===== src/inc/old_cfg_pkg.sv =====
// Purpose: constants and types for the open-load and overcurrent configuration bank
// Assumes: 8-bit registers on an internal register port of the serial interface
// Notes:   timing figures are in nanoseconds, except DEG_RESET_CYCLES in clock cycles
`default_nettype none
package old_cfg_pkg;
    localparam logic [7:0] ADDR_SLEW_CTRL_SECOND = 8'h1e;
    localparam logic [7:0] ADDR_OL_DISABLE       = 8'h1f;
    localparam logic [7:0] ADDR_OL_REPORT_PAR    = 8'h20;
    localparam logic [7:0] ADDR_OC_FILTER_NEG    = 8'h21;
    localparam logic [7:0] ADDR_LC_OL_ENABLE     = 8'h22;
    localparam logic [7:0] RESET_VALUE           = 8'h00;

    // read-only reserved low nibble of the report register
    localparam logic [7:0] REPORT_WRITE_MASK     = 8'hf0;
    localparam logic [7:0] SLEW2_WRITE_MASK      = 8'hf0;
    localparam logic [7:0] FULL_WRITE_MASK       = 8'hff;

    localparam int REPORT_BIT     = 7;
    localparam int ACTIVE_BIT     = 6;
    localparam int PAR_SLEW_LSB   = 4;
    localparam int DEGLITCH_LSB   = 5;
    localparam int NEG_EN_BIT     = 4;

    localparam logic [1:0] PAR_SLEW_FAST = 2'h0;
    localparam logic [1:0] PAR_SLEW_SLOW = 2'h1;

    localparam int CLK_PERIOD_NS = 5;
    // deglitch times indexed by the field code
    localparam int DEG_NS [8] = '{10000, 5000, 2500, 1000, 60000, 40000, 30000, 20000};
    // code 000 after reset: 10 us at 5 ns per cycle
    localparam logic [19:0] DEG_RESET_CYCLES = 20'h0_07d0;

    typedef struct packed {
        logic [7:0] old_dis;
        logic [7:0] lc_en;
        logic       report_off;
        logic       stay_active;
        logic       slow_par;
        logic       neg_en;
        logic [2:0] deg_sel;
    } cfg_t;
endpackage : old_cfg_pkg
`default_nettype wire


===== src/rtl/open_load_detect_config_regs.sv =====
// Purpose: open-load detection and overcurrent configuration register bank
// Assumes: register port driven by the serial decoder on sys_clk; detector inputs synchronous
// Notes:   fault and active qualifiers are registered, one cycle behind their causes
// How it works
// - set disable bit masks that bridge's check
// - report bit low lets open load pull fault
// - bit 6 low turns bridges off after fault
// - bits 5-4 pick fast or slow slew
// - bits 7-5 pick overcurrent deglitch time
// - bit 4 enables negative-current open load
// - set enable turns on low-current check
// - addresses 0x1F-0x22, all reset to zero
`timescale 1ns/1ps
`default_nettype none
module open_load_detect_config_regs #(
    parameter int BRIDGES = 8
) (
    input  wire logic               sys_clk,
    input  wire logic               nrst,
    input  wire logic               reg_wr,
    input  wire logic               reg_rd,
    input  wire logic [7:0]         reg_addr,
    input  wire logic [7:0]         reg_wdata,
    output logic      [7:0]         reg_rdata,
    output logic                    reg_addr_err,
    input  wire logic [BRIDGES-1:0] open_load_raw,
    output logic      [BRIDGES-1:0] open_load_check_en,
    output logic      [BRIDGES-1:0] low_current_check_en,
    output logic      [BRIDGES-1:0] bridge_enable,
    output logic                    fault_pin_n,
    output logic                    parallel_turnoff_slow,
    output logic                    negative_current_open_load_en,
    output logic      [19:0]        deglitch_cycles,
    output old_cfg_pkg::cfg_t       cfg
);
    logic                 wr_slew2;
    logic                 wr_dis;
    logic                 wr_rep;
    logic                 wr_ocf;
    logic                 wr_lce;
    logic [7:0]           rep_wdata;
    logic [7:0]           slew2_val;
    logic [7:0]           dis_val;
    logic [7:0]           rep_val;
    logic [7:0]           ocf_val;
    logic [7:0]           lce_val;
    logic [7:0]           rdata_ff;
    logic [7:0]           nxt_rdata;
    logic                 err_ff;
    logic                 nxt_err;
    logic                 fault_n_ff;
    logic                 nxt_fault_n;
    logic                 slow_ff;
    logic                 nxt_slow;
    logic                 neg_ff;
    logic                 nxt_neg;
    logic [19:0]          deg_ff;
    logic [19:0]          nxt_deg;
    old_cfg_pkg::cfg_t    cfg_ff;
    old_cfg_pkg::cfg_t    nxt_cfg;
    logic [BRIDGES-1:0]   bridge_hit;

    // rounds up so a filter is never shorter than the selected time
    function automatic logic [19:0] deg_count(input logic [2:0] sel);
        deg_count = 20'((old_cfg_pkg::DEG_NS[sel] + old_cfg_pkg::CLK_PERIOD_NS - 1)
                        / old_cfg_pkg::CLK_PERIOD_NS);
    endfunction : deg_count

    always_comb begin
        wr_slew2  = reg_wr && (reg_addr == old_cfg_pkg::ADDR_SLEW_CTRL_SECOND);
        wr_dis    = reg_wr && (reg_addr == old_cfg_pkg::ADDR_OL_DISABLE);
        wr_rep    = reg_wr && (reg_addr == old_cfg_pkg::ADDR_OL_REPORT_PAR);
        wr_ocf    = reg_wr && (reg_addr == old_cfg_pkg::ADDR_OC_FILTER_NEG);
        wr_lce    = reg_wr && (reg_addr == old_cfg_pkg::ADDR_LC_OL_ENABLE);
        // invalid slew codes are refused; the field keeps its value, other bits are written
        rep_wdata = reg_wdata;
        if (reg_wdata[old_cfg_pkg::PAR_SLEW_LSB+1]) begin
            rep_wdata[old_cfg_pkg::PAR_SLEW_LSB +: 2] =
                rep_val[old_cfg_pkg::PAR_SLEW_LSB +: 2];
        end
    end

    open_load_cfg_byte #(
        .WRITE_MASK (old_cfg_pkg::SLEW2_WRITE_MASK),
        .RESET_VAL  (old_cfg_pkg::RESET_VALUE)
    ) slew2_reg_i (
        .sys_clk (sys_clk),
        .nrst    (nrst),
        .wr_en   (wr_slew2),
        .wdata   (reg_wdata),
        .value   (slew2_val)
    );

    open_load_cfg_byte #(
        .WRITE_MASK (old_cfg_pkg::FULL_WRITE_MASK),
        .RESET_VAL  (old_cfg_pkg::RESET_VALUE)
    ) dis_reg_i (
        .sys_clk (sys_clk),
        .nrst    (nrst),
        .wr_en   (wr_dis),
        .wdata   (reg_wdata),
        .value   (dis_val)
    );

    open_load_cfg_byte #(
        .WRITE_MASK (old_cfg_pkg::REPORT_WRITE_MASK),
        .RESET_VAL  (old_cfg_pkg::RESET_VALUE)
    ) rep_reg_i (
        .sys_clk (sys_clk),
        .nrst    (nrst),
        .wr_en   (wr_rep),
        .wdata   (rep_wdata),
        .value   (rep_val)
    );

    open_load_cfg_byte #(
        .WRITE_MASK (old_cfg_pkg::FULL_WRITE_MASK),
        .RESET_VAL  (old_cfg_pkg::RESET_VALUE)
    ) ocf_reg_i (
        .sys_clk (sys_clk),
        .nrst    (nrst),
        .wr_en   (wr_ocf),
        .wdata   (reg_wdata),
        .value   (ocf_val)
    );

    open_load_cfg_byte #(
        .WRITE_MASK (old_cfg_pkg::FULL_WRITE_MASK),
        .RESET_VAL  (old_cfg_pkg::RESET_VALUE)
    ) lce_reg_i (
        .sys_clk (sys_clk),
        .nrst    (nrst),
        .wr_en   (wr_lce),
        .wdata   (reg_wdata),
        .value   (lce_val)
    );

    // a read in the cycle of a write returns the old value
    always_comb begin
        nxt_rdata = rdata_ff;
        nxt_err   = 1'b0;
        if (reg_rd || reg_wr) begin
            case (reg_addr)
                old_cfg_pkg::ADDR_SLEW_CTRL_SECOND: nxt_rdata = slew2_val;
                old_cfg_pkg::ADDR_OL_DISABLE:       nxt_rdata = dis_val;
                old_cfg_pkg::ADDR_OL_REPORT_PAR:    nxt_rdata = rep_val;
                old_cfg_pkg::ADDR_OC_FILTER_NEG:    nxt_rdata = ocf_val;
                old_cfg_pkg::ADDR_LC_OL_ENABLE:     nxt_rdata = lce_val;
                default: begin
                    nxt_rdata = old_cfg_pkg::RESET_VALUE;
                    nxt_err   = 1'b1;
                end
            endcase
        end
    end

    always_ff @(posedge sys_clk or negedge nrst) begin
        if (!nrst) begin
            rdata_ff <= old_cfg_pkg::RESET_VALUE;
            err_ff   <= 1'b0;
        end else begin
            rdata_ff <= nxt_rdata;
            err_ff   <= nxt_err;
        end
    end

    always_comb begin
        nxt_fault_n         = ~((|bridge_hit) & ~rep_val[old_cfg_pkg::REPORT_BIT]);
        nxt_slow            = (rep_val[old_cfg_pkg::PAR_SLEW_LSB +: 2]
                               == old_cfg_pkg::PAR_SLEW_SLOW);
        nxt_neg             = ocf_val[old_cfg_pkg::NEG_EN_BIT];
        nxt_deg             = deg_count(ocf_val[old_cfg_pkg::DEGLITCH_LSB +: 3]);
        nxt_cfg.old_dis     = dis_val;
        nxt_cfg.lc_en       = lce_val;
        nxt_cfg.report_off  = rep_val[old_cfg_pkg::REPORT_BIT];
        nxt_cfg.stay_active = rep_val[old_cfg_pkg::ACTIVE_BIT];
        nxt_cfg.slow_par    = nxt_slow;
        nxt_cfg.neg_en      = nxt_neg;
        nxt_cfg.deg_sel     = ocf_val[old_cfg_pkg::DEGLITCH_LSB +: 3];
    end

    always_ff @(posedge sys_clk or negedge nrst) begin
        if (!nrst) begin
            fault_n_ff <= 1'b1;
            slow_ff    <= 1'b0;
            neg_ff     <= 1'b0;
            deg_ff     <= old_cfg_pkg::DEG_RESET_CYCLES;
            cfg_ff     <= '0;
        end else begin
            fault_n_ff <= nxt_fault_n;
            slow_ff    <= nxt_slow;
            neg_ff     <= nxt_neg;
            deg_ff     <= nxt_deg;
            cfg_ff     <= nxt_cfg;
        end
    end

    // one slice per half-bridge; the fault pin sees the slices' next latch state
    for (genvar b = 0; b < BRIDGES; b++) begin : g_bridge
        open_load_bridge_slice bridge_slice_i (
            .sys_clk        (sys_clk),
            .nrst           (nrst),
            .raw            (open_load_raw[b]),
            .check_off      (dis_val[b]),
            .keep_active    (rep_val[old_cfg_pkg::ACTIVE_BIT]),
            .low_current_on (lce_val[b]),
            .hit            (bridge_hit[b]),
            .check_en       (open_load_check_en[b]),
            .low_current_en (low_current_check_en[b]),
            .bridge_on      (bridge_enable[b])
        );
    end

    assign reg_rdata                     = rdata_ff;
    assign reg_addr_err                  = err_ff;
    assign fault_pin_n                   = fault_n_ff;
    assign parallel_turnoff_slow         = slow_ff;
    assign negative_current_open_load_en = neg_ff;
    assign deglitch_cycles               = deg_ff;
    assign cfg                           = cfg_ff;
endmodule : open_load_detect_config_regs

// one configuration byte; bits outside the mask stay zero
module open_load_cfg_byte #(
    parameter logic [7:0] WRITE_MASK = old_cfg_pkg::FULL_WRITE_MASK,
    parameter logic [7:0] RESET_VAL  = old_cfg_pkg::RESET_VALUE
) (
    input  wire logic       sys_clk,
    input  wire logic       nrst,
    input  wire logic       wr_en,
    input  wire logic [7:0] wdata,
    output logic      [7:0] value
);
    logic [7:0] value_ff;
    logic [7:0] nxt_value;

    always_comb begin
        nxt_value = value_ff;
        if (wr_en) begin
            nxt_value = wdata & WRITE_MASK;
        end
    end

    always_ff @(posedge sys_clk or negedge nrst) begin
        if (!nrst) begin
            value_ff <= RESET_VAL;
        end else begin
            value_ff <= nxt_value;
        end
    end

    assign value = value_ff;
endmodule : open_load_cfg_byte

// per-bridge open-load latch and qualifiers
module open_load_bridge_slice (
    input  wire logic sys_clk,
    input  wire logic nrst,
    input  wire logic raw,
    input  wire logic check_off,
    input  wire logic keep_active,
    input  wire logic low_current_on,
    output logic      hit,
    output logic      check_en,
    output logic      low_current_en,
    output logic      bridge_on
);
    logic latched_ff;
    logic nxt_latched;
    logic check_en_ff;
    logic nxt_check_en;
    logic low_current_ff;
    logic nxt_low_current;
    logic bridge_on_ff;
    logic nxt_bridge_on;

    always_comb begin
        nxt_check_en    = ~check_off;
        nxt_low_current = low_current_on;
        // latch clears only by disabling the check or by nrst, so a fault is never lost unseen
        nxt_latched     = (raw | latched_ff) & ~check_off;
        nxt_bridge_on   = keep_active | ~nxt_latched;
    end

    always_ff @(posedge sys_clk or negedge nrst) begin
        if (!nrst) begin
            latched_ff     <= 1'b0;
            check_en_ff    <= 1'b1;
            low_current_ff <= 1'b0;
            bridge_on_ff   <= 1'b1;
        end else begin
            latched_ff     <= nxt_latched;
            check_en_ff    <= nxt_check_en;
            low_current_ff <= nxt_low_current;
            bridge_on_ff   <= nxt_bridge_on;
        end
    end

    assign hit            = nxt_latched;
    assign check_en       = check_en_ff;
    assign low_current_en = low_current_ff;
    assign bridge_on      = bridge_on_ff;
endmodule : open_load_bridge_slice
`default_nettype wire


===== config.mk =====
export PLATFORM = sky130hd
export DESIGN_NAME = open_load_detect_config_regs
export DESIGN_NICKNAME = d
export VERILOG_FILES = /design/src/inc/old_cfg_pkg.sv /design/src/rtl/open_load_detect_config_regs.sv
export SDC_FILE = /design/constraint.sdc
export NUM_CORES = 1
export LEC_CHECK = 0
export BUFFER_PORTS_ARGS = -buffer_cell sky130_fd_sc_hd__buf_2
export CAP_MARGIN = 0
export CORE_UTILIZATION = 25
export CTS_CLUSTER_SIZE = 28
export DETAILED_ROUTE_END_ITERATION = 8
export GPL_TIMING_DRIVEN = 0
export PLACE_DENSITY = 0.49
export SKIP_CTS_REPAIR_TIMING = 1
export SLEW_MARGIN = 20
export SYNTH_ARGS = -nofsm -noshare
export SYNTH_HDL_FRONTEND = slang
export SYNTH_SLANG_ARGS = --single-unit

===== constraint.sdc =====
create_clock -name sys_clk -period 17.5 [get_ports sys_clk]
set_clock_uncertainty 0.2 [all_clocks]
set_input_delay 2.625 -clock sys_clk [delete_from_list [all_inputs] [get_ports sys_clk]]
set_output_delay 2.625 -clock sys_clk [all_outputs]
set_load 0.02 [all_outputs]

# Word level (Yosys, flattened, before mapping)
# Memories as Yosys holds them, arrays and structs flattened.
# Cells that the tools add are included.
dict set report word_totals {
  ff_bits 116
  latchBits 0
  ram_bits 0
  rom_bits 256
  input_bits 28
  output_inout_bits 79
  elab_cells 118
  memories 1
}
# memory depth width rd rd_ports_with_merged_regs wr line
set memory_table {}
lappend memory_table {{(no name shown)} 8 32 1 0 0 open_load_detect_config_regs.sv:65} ;# deg_count = 20'((old_cfg_pkg::DEG_NS[sel] + old_cfg_pkg::CLK_PERIOD_NS - 1)
dict set report classes {
  n_addsub 2
  mul 0
  div 1
  magnitude_cmp 1
  eq_ne 5
  shift 0
  mux 5
  n_bitwise 45
  n_reduce_logical 9
}
# operator n
set ops {}
lappend ops {{32-bit two-way mux} 2}
lappend ops {{8-bit case mux with 5 select lines} 1}
lappend ops {{32-bit by 4-bit adder with 32-bit output, second input constant} 1}
lappend ops {{32-bit by 4-bit divider with 32-bit output, second input constant} 1}
lappend ops {{32-bit by 2-bit subtractor with 32-bit output, second input constant} 1}
lappend ops {{8-bit by 6-bit equality test with 1-bit output, second input constant} 3}
lappend ops {{1-bit NOT} 19}
lappend ops {{8-bit by 5-bit equality test with 1-bit output, second input constant} 2}
lappend ops {{1-bit bitwise OR} 16}
lappend ops {{1-bit bitwise AND} 9}
lappend ops {{8-bit OR reduction} 1}
lappend ops {{1-bit logical AND} 5}
lappend ops {{5-bit OR reduction} 1}
lappend ops {{4-bit >= comparator, second input constant} 1}
lappend ops {{3-bit NOT with 4-bit output} 1}
lappend ops {{1-bit two-way mux} 2}
lappend ops {{2-bit AND reduction} 1}
lappend ops {{1-bit logical OR} 1}

# Longest topological paths before layout
dict set report depth {
  ltp_word 7
  mapped_depth 69
  depth_no_buf 59
}

# Modules after synthesis
# From an unflattened synthesis, not the netlist that was laid out.
dict set report hier_totals {
  hier_cells 1555
  hier_area_um2 12458.2
}
# module n_inst cells_each area_each_um2 seq_area_each_um2
set modules_own_cells {}
lappend modules_own_cells {open_load_detect_config_regs 1 1414 10144.7 1209.9}
lappend modules_own_cells {{open_load_cfg_byte (dis_reg_i ...)} 3 17 331.6 200.2}
lappend modules_own_cells {open_load_bridge_slice 8 8 120.1 102.6}
lappend modules_own_cells {{open_load_cfg_byte (rep_reg_i ...)} 2 13 178.9 100.1}

# Least setup slack after synthesis
# Ideal clock, no wire load.
dict set report synth_timing {
  path_type {reg-to-reg}
  start {register ocf_reg_i.value_ff[5] (netlist: ocf_reg_i.value[5])}
  end {register deg_ff[0] (netlist: deglitch_cycles[0])}
  setup_time_ns 0.129
  t_arrival_ns 14.919
  t_required_ns 17.171
  slack_ns 2.252
  stages_incl_launch_ff 61
  n_path_buf 7
  period_less_slack_ns 15.248
  path_cell_list {dfrtp_1 clkbuf_1 inv_1 ha_1 buf_2 nand2_1 inv_1 ha_1 nand4_4 o41a_1 and3_1 a22o_4 nor2_8 mux2i_2 nor2b_1 or4_4 and4_1 buf_6 [... 25 more ...] and3_1 and4bb_4 o311ai_1 o311a_1 nand4_1 xnor2_1 ha_1 o21ai_0 nor4b_1 nand4_2 buf_2 mux2i_1 o211ai_1 or4b_4 nor4_4 mux2i_1 a32o_1 a2111o_1}
}
dict set report synth_via {
  elab_chain_cells 7
}
# element line
set synth_lines {}
lappend synth_lines {{start: declaration} open_load_detect_config_regs.sv:234} ;# logic [7:0] value_ff;
lappend synth_lines {{start signal: assignment} open_load_detect_config_regs.sv:248} ;# value_ff <= nxt_value;
lappend synth_lines {{3-bit NOT with 4-bit output (implied by the code)} open_load_detect_config_regs.sv:65}
lappend synth_lines {{memory read 8 x 32 bit} n/a}
lappend synth_lines {{32-bit two-way mux (implied by the code) (2 in series)} open_load_detect_config_regs.sv:65}
lappend synth_lines {{32-bit by 4-bit adder with 32-bit output} open_load_detect_config_regs.sv:65}
lappend synth_lines {{32-bit by 2-bit subtractor with 32-bit output} open_load_detect_config_regs.sv:65}
lappend synth_lines {{32-bit by 4-bit divider with 32-bit output} open_load_detect_config_regs.sv:66} ;# / old_cfg_pkg::CLK_PERIOD_NS);
lappend synth_lines {{via nxt_deg[0]} open_load_detect_config_regs.sv:58} ;# logic [19:0] nxt_deg;
lappend synth_lines {{end signal: assignment} open_load_detect_config_regs.sv:187} ;# deg_ff <= old_cfg_pkg::DEG_RESET_CYCLES;
lappend synth_lines {{end signal: assignment} open_load_detect_config_regs.sv:193} ;# deg_ff <= nxt_deg;
lappend synth_lines {{end: declaration} open_load_detect_config_regs.sv:57} ;# logic [19:0] deg_ff;
# The timed path passes the listed nets, and every way through them passes these cells. The select of a mux whose other input is x is not followed.
# A chain may end at the register's enable or synchronous reset.

# Worst setup path in the final report
# Ends and elaborated chain as after synthesis.

==> flow_summary.toml <==
[die]
rows = 84
die_y_um = 232.3
floorplan.initialDensity = 0.2528
die_area_um2 = 53960
ios = 107
die_width_um = 232.3
coreArea_um2 = 52450

[pwr]
swShare = 0.5931
powerDensity_nw_per_um2 = 199.9
switchingPower_uw = 1857
power_frac_comb = 0.851
p_int_uw = 1274
clkPwrFrac = 0.064
sequentialPowerShare = 0.085
ir_drop_mv = 0.09326
p_leak_uw = 0.006022
finalPower_uw = 3130

[drt]
wirelength_um = 51250
antenna_left = 0
route.detailed.drc = 0
via_per_inst = 5.751
drtIter0Drc = 1350
vias = 14252
firstDrtPassIters = 5
wl_per_cell_um = 20.68

[worst_hold_path]
hold_path_class = "reg -> reg"

[synth]
yosys-top-cells-area = "dfrtp_1, dfstp_2, nor2_1"
yosysSeqAreaShare = 0.1966
synth_top_cell_area_share = 0.1510
synth_edf_count = 0
syn_avg_cell_area_um2 = 8.119
synth.most_common_cell = "nor2_1"
synth_cell_types = 133
ys.warnings.count = 0
syn_inst = 1633
yosysTopAreaCell = "dfrtp_1"
ys_seq_elements = 103
synth_common_cells = "nor2_1, nand2_1, dfrtp_1"
synthFlopType = "dfrtp_1"
synthArstFlopShare = 1.000
synth_area_um2 = 13260

[setup_path]
end_kind = "flop"
start_kind = "flop"
cp_common_cell = "buf_4"
critPathMaxStageDelay_ns = 0.59
reg2reg_slack_ns = 0.63
cpMaxStageDelayCell = "or4b_4"
crit_start = "ocf_reg_i.value[5]$_DFFE_PN0P_"
worstReg2RegEnd = "deglitch_cycles[0]$_DFF_PN0_"
arrival_ns = 16.90
r2r_cells = 63
timing.rr.start = "ocf_reg_i.value[5]$_DFFE_PN0P_"
endpoint = "deglitch_cycles[0]$_DFF_PN0_"
cp_num_cells = 63
crit_fanout = 10
criticalPathCategory = "reg -> reg"
worst_ep_required_time_ns = 17.53
critical_path.top_delay_family = "compound AO/OA/AOI/OAI gates"
critPathBufInv = 14

[grt]
grt-ovfl-total = 0
grt_pass1_vias = 13289
antenna_found_initial = 0
grt_max_degree = 68
grt_usage = 0.1844
grt_pass1_wl_um = 78720

[clocking]
cts_tree = "yes"
clock_latency_ns = 0.36
clk_path_buf_depth = 2
cts_sinks = 103
cts_made_buffers = 9
htree_levels = 3
cts_root_buf = "clkbuf_16"
clk_pin_slew_ns = 0.09

[cells_and_area]
fin_cells = 2478
final_layout_size_suffix_gt1_frac = 0.2627
nets = 1829
final_core_util = 0.2985
syn2layout_area_growth_pct = 18.09

[place]
place_congestion = 0.8864
place_inst = 2427
dp_hpwl_um = 40090
port_buffers = 99

[job]
maxCapViolCount = 0

[status]
status = "finished clean"

[sta]
maxSlewHeadroom = 0.2527
hold_violations = 0
fin_crit_ns = 16.87
max_freq_ghz = 0.05928
max_slew.worst_pin.slew_ns = 1.109
drv_slew = 0
setup_viol = 0
post-route-period-util = 0.9639
[cell families (layout without fill, tap and decap cells)]
group,Yosys count,in the layout,share of synthesized area
other cells,1,7,0.0002828
simple gates,651,652,0.2773
flops,103,103,0.1966
xor+xnor,83,83,0.05785
fa+ha+maj,17,17,0.01604
compound gates,541,541,0.3179
mux,86,86,0.07172
buf+inv,151,301,0.06228
[worst min path at each step]
stage                             end  cells past startpoint  slack, ns                            from
global placement     cfg[9]$_DFF_PN0_                      0       0.18  lce_reg_i.value[2]$_DFFE_PN0P_
global route        cfg[13]$_DFF_PN0_                      0       0.23  lce_reg_i.value[6]$_DFFE_PN0P_
floorplan           cfg[10]$_DFF_PN0_                      0       0.17  lce_reg_i.value[3]$_DFFE_PN0P_
finish              cfg[13]$_DFF_PN0_                      0       0.20  lce_reg_i.value[6]$_DFFE_PN0P_
CTS                 cfg[13]$_DFF_PN0_                      0       0.21  lce_reg_i.value[6]$_DFFE_PN0P_
detailed placement  cfg[12]$_DFF_PN0_                      0       0.19  lce_reg_i.value[5]$_DFFE_PN0P_
[stage by stage]
stage / setup WS (ns) / setup TNS [ns] / hold slack [ns] / instance area (um^2)
floorplan: 2.252 / 0 / 0.1677 / 13280
global placement: -2.578 / -4.868 / 0.1794 / 14630
detailed placement: -2.669 / -5.155 / 0.1898 / 14680
CTS: -2.701 / -5.248 / 0.2073 / 14960
global route: -0.07564 / -0.07564 / 0.2262 / 15660
finish: 0.6321 / 0 / 0.2029 / 15660
[power groups by stage]
stage | clock [uW] | sequential (uW) | combinational [uW]
final | 200 | 267 | 2660
after global routing | 219 | 269 | 2870
after CTS | 208 | 267 | 2440
after global placement | 0 | 271 | 2410
after detailed placement | 0 | 272 | 2430
after floorplan | 0 | 278 | 1800
[per-layer routing]
layer / part of all wire / track usage
met2: 0.46 / 0.2994
met5: 0 / 0
met3: 0.061 / 0.02051
met4: 0.020 / 0.03886
met1: 0.46 / 0.2601
[final cells by class]
cell class | count | area (um^2)
fill | 5655 | 36790
inverter | 44 | 176.4
clock buffer | 10 | 229.0
sequential | 103 | 2609
clock inverter | 6 | 55.05
buffer | 105 | 663.1
tap | 688 | 860.8
timing repair buffer | 136 | 797.0
antenna | 1 | 2.502
multi-input combinational | 1385 | 10260
[flip-flops by register name (all words and copies together) (netlist names)]
name,cells
rep_reg_i.value,3
deglitch_cycles,15
reg_rdata,8
slew2_reg_i.value,4
ocf_reg_i.value,8
lce_reg_i.value,8
dis_reg_i.value,8
reg_addr_err,1
g_bridge.bridge_slice_i.bridge_on,8
fault_pin_n,1
g_bridge.bridge_slice_i.check_en,8
cfg,23
g_bridge.bridge_slice_i.latched_ff,8
[placed cells by master (no fill, tap or decap), types with 12 or more instances in the layout]
master and count:
nor2_1 143, buf_2 116, nand2_1 114, buf_4 86, dfrtp_1 78, a21oi_1 75
o21ai_0 67, nor3_1 55, nand3_1 49, xnor2_1 48, mux2_2 46, nand4_1 34
and2_1 34, a31oi_1 33, inv_1 29, mux2i_1 28, or3_1 26, xor2_1 25
clkbuf_1 23, o211ai_1 23, dfstp_2 23, a211oi_1 22, o21a_1 22, o21ai_1 22
and3_1 20, or4_1 17, nand2b_1 16, a21o_1 16, or2_2 15, o31ai_1 15
ha_1 15, nor4_1 13, inv_2 12, nor3b_1 12
[worst reg2reg max path, delay by kind of cell, from the launching register on]
kind,cells,cell delay (ns)
and+or+nand+nor,19,4.85
buffers and inverters,14,2.62
DFF,1,0.42
adders and majority gates,4,0.97
AOI/OAI and AO/OA,22,6.53
xor gates and xnor gates,3,0.73
muxes,1,0.39
Note: power is estimated with default switching activity, not from simulation.
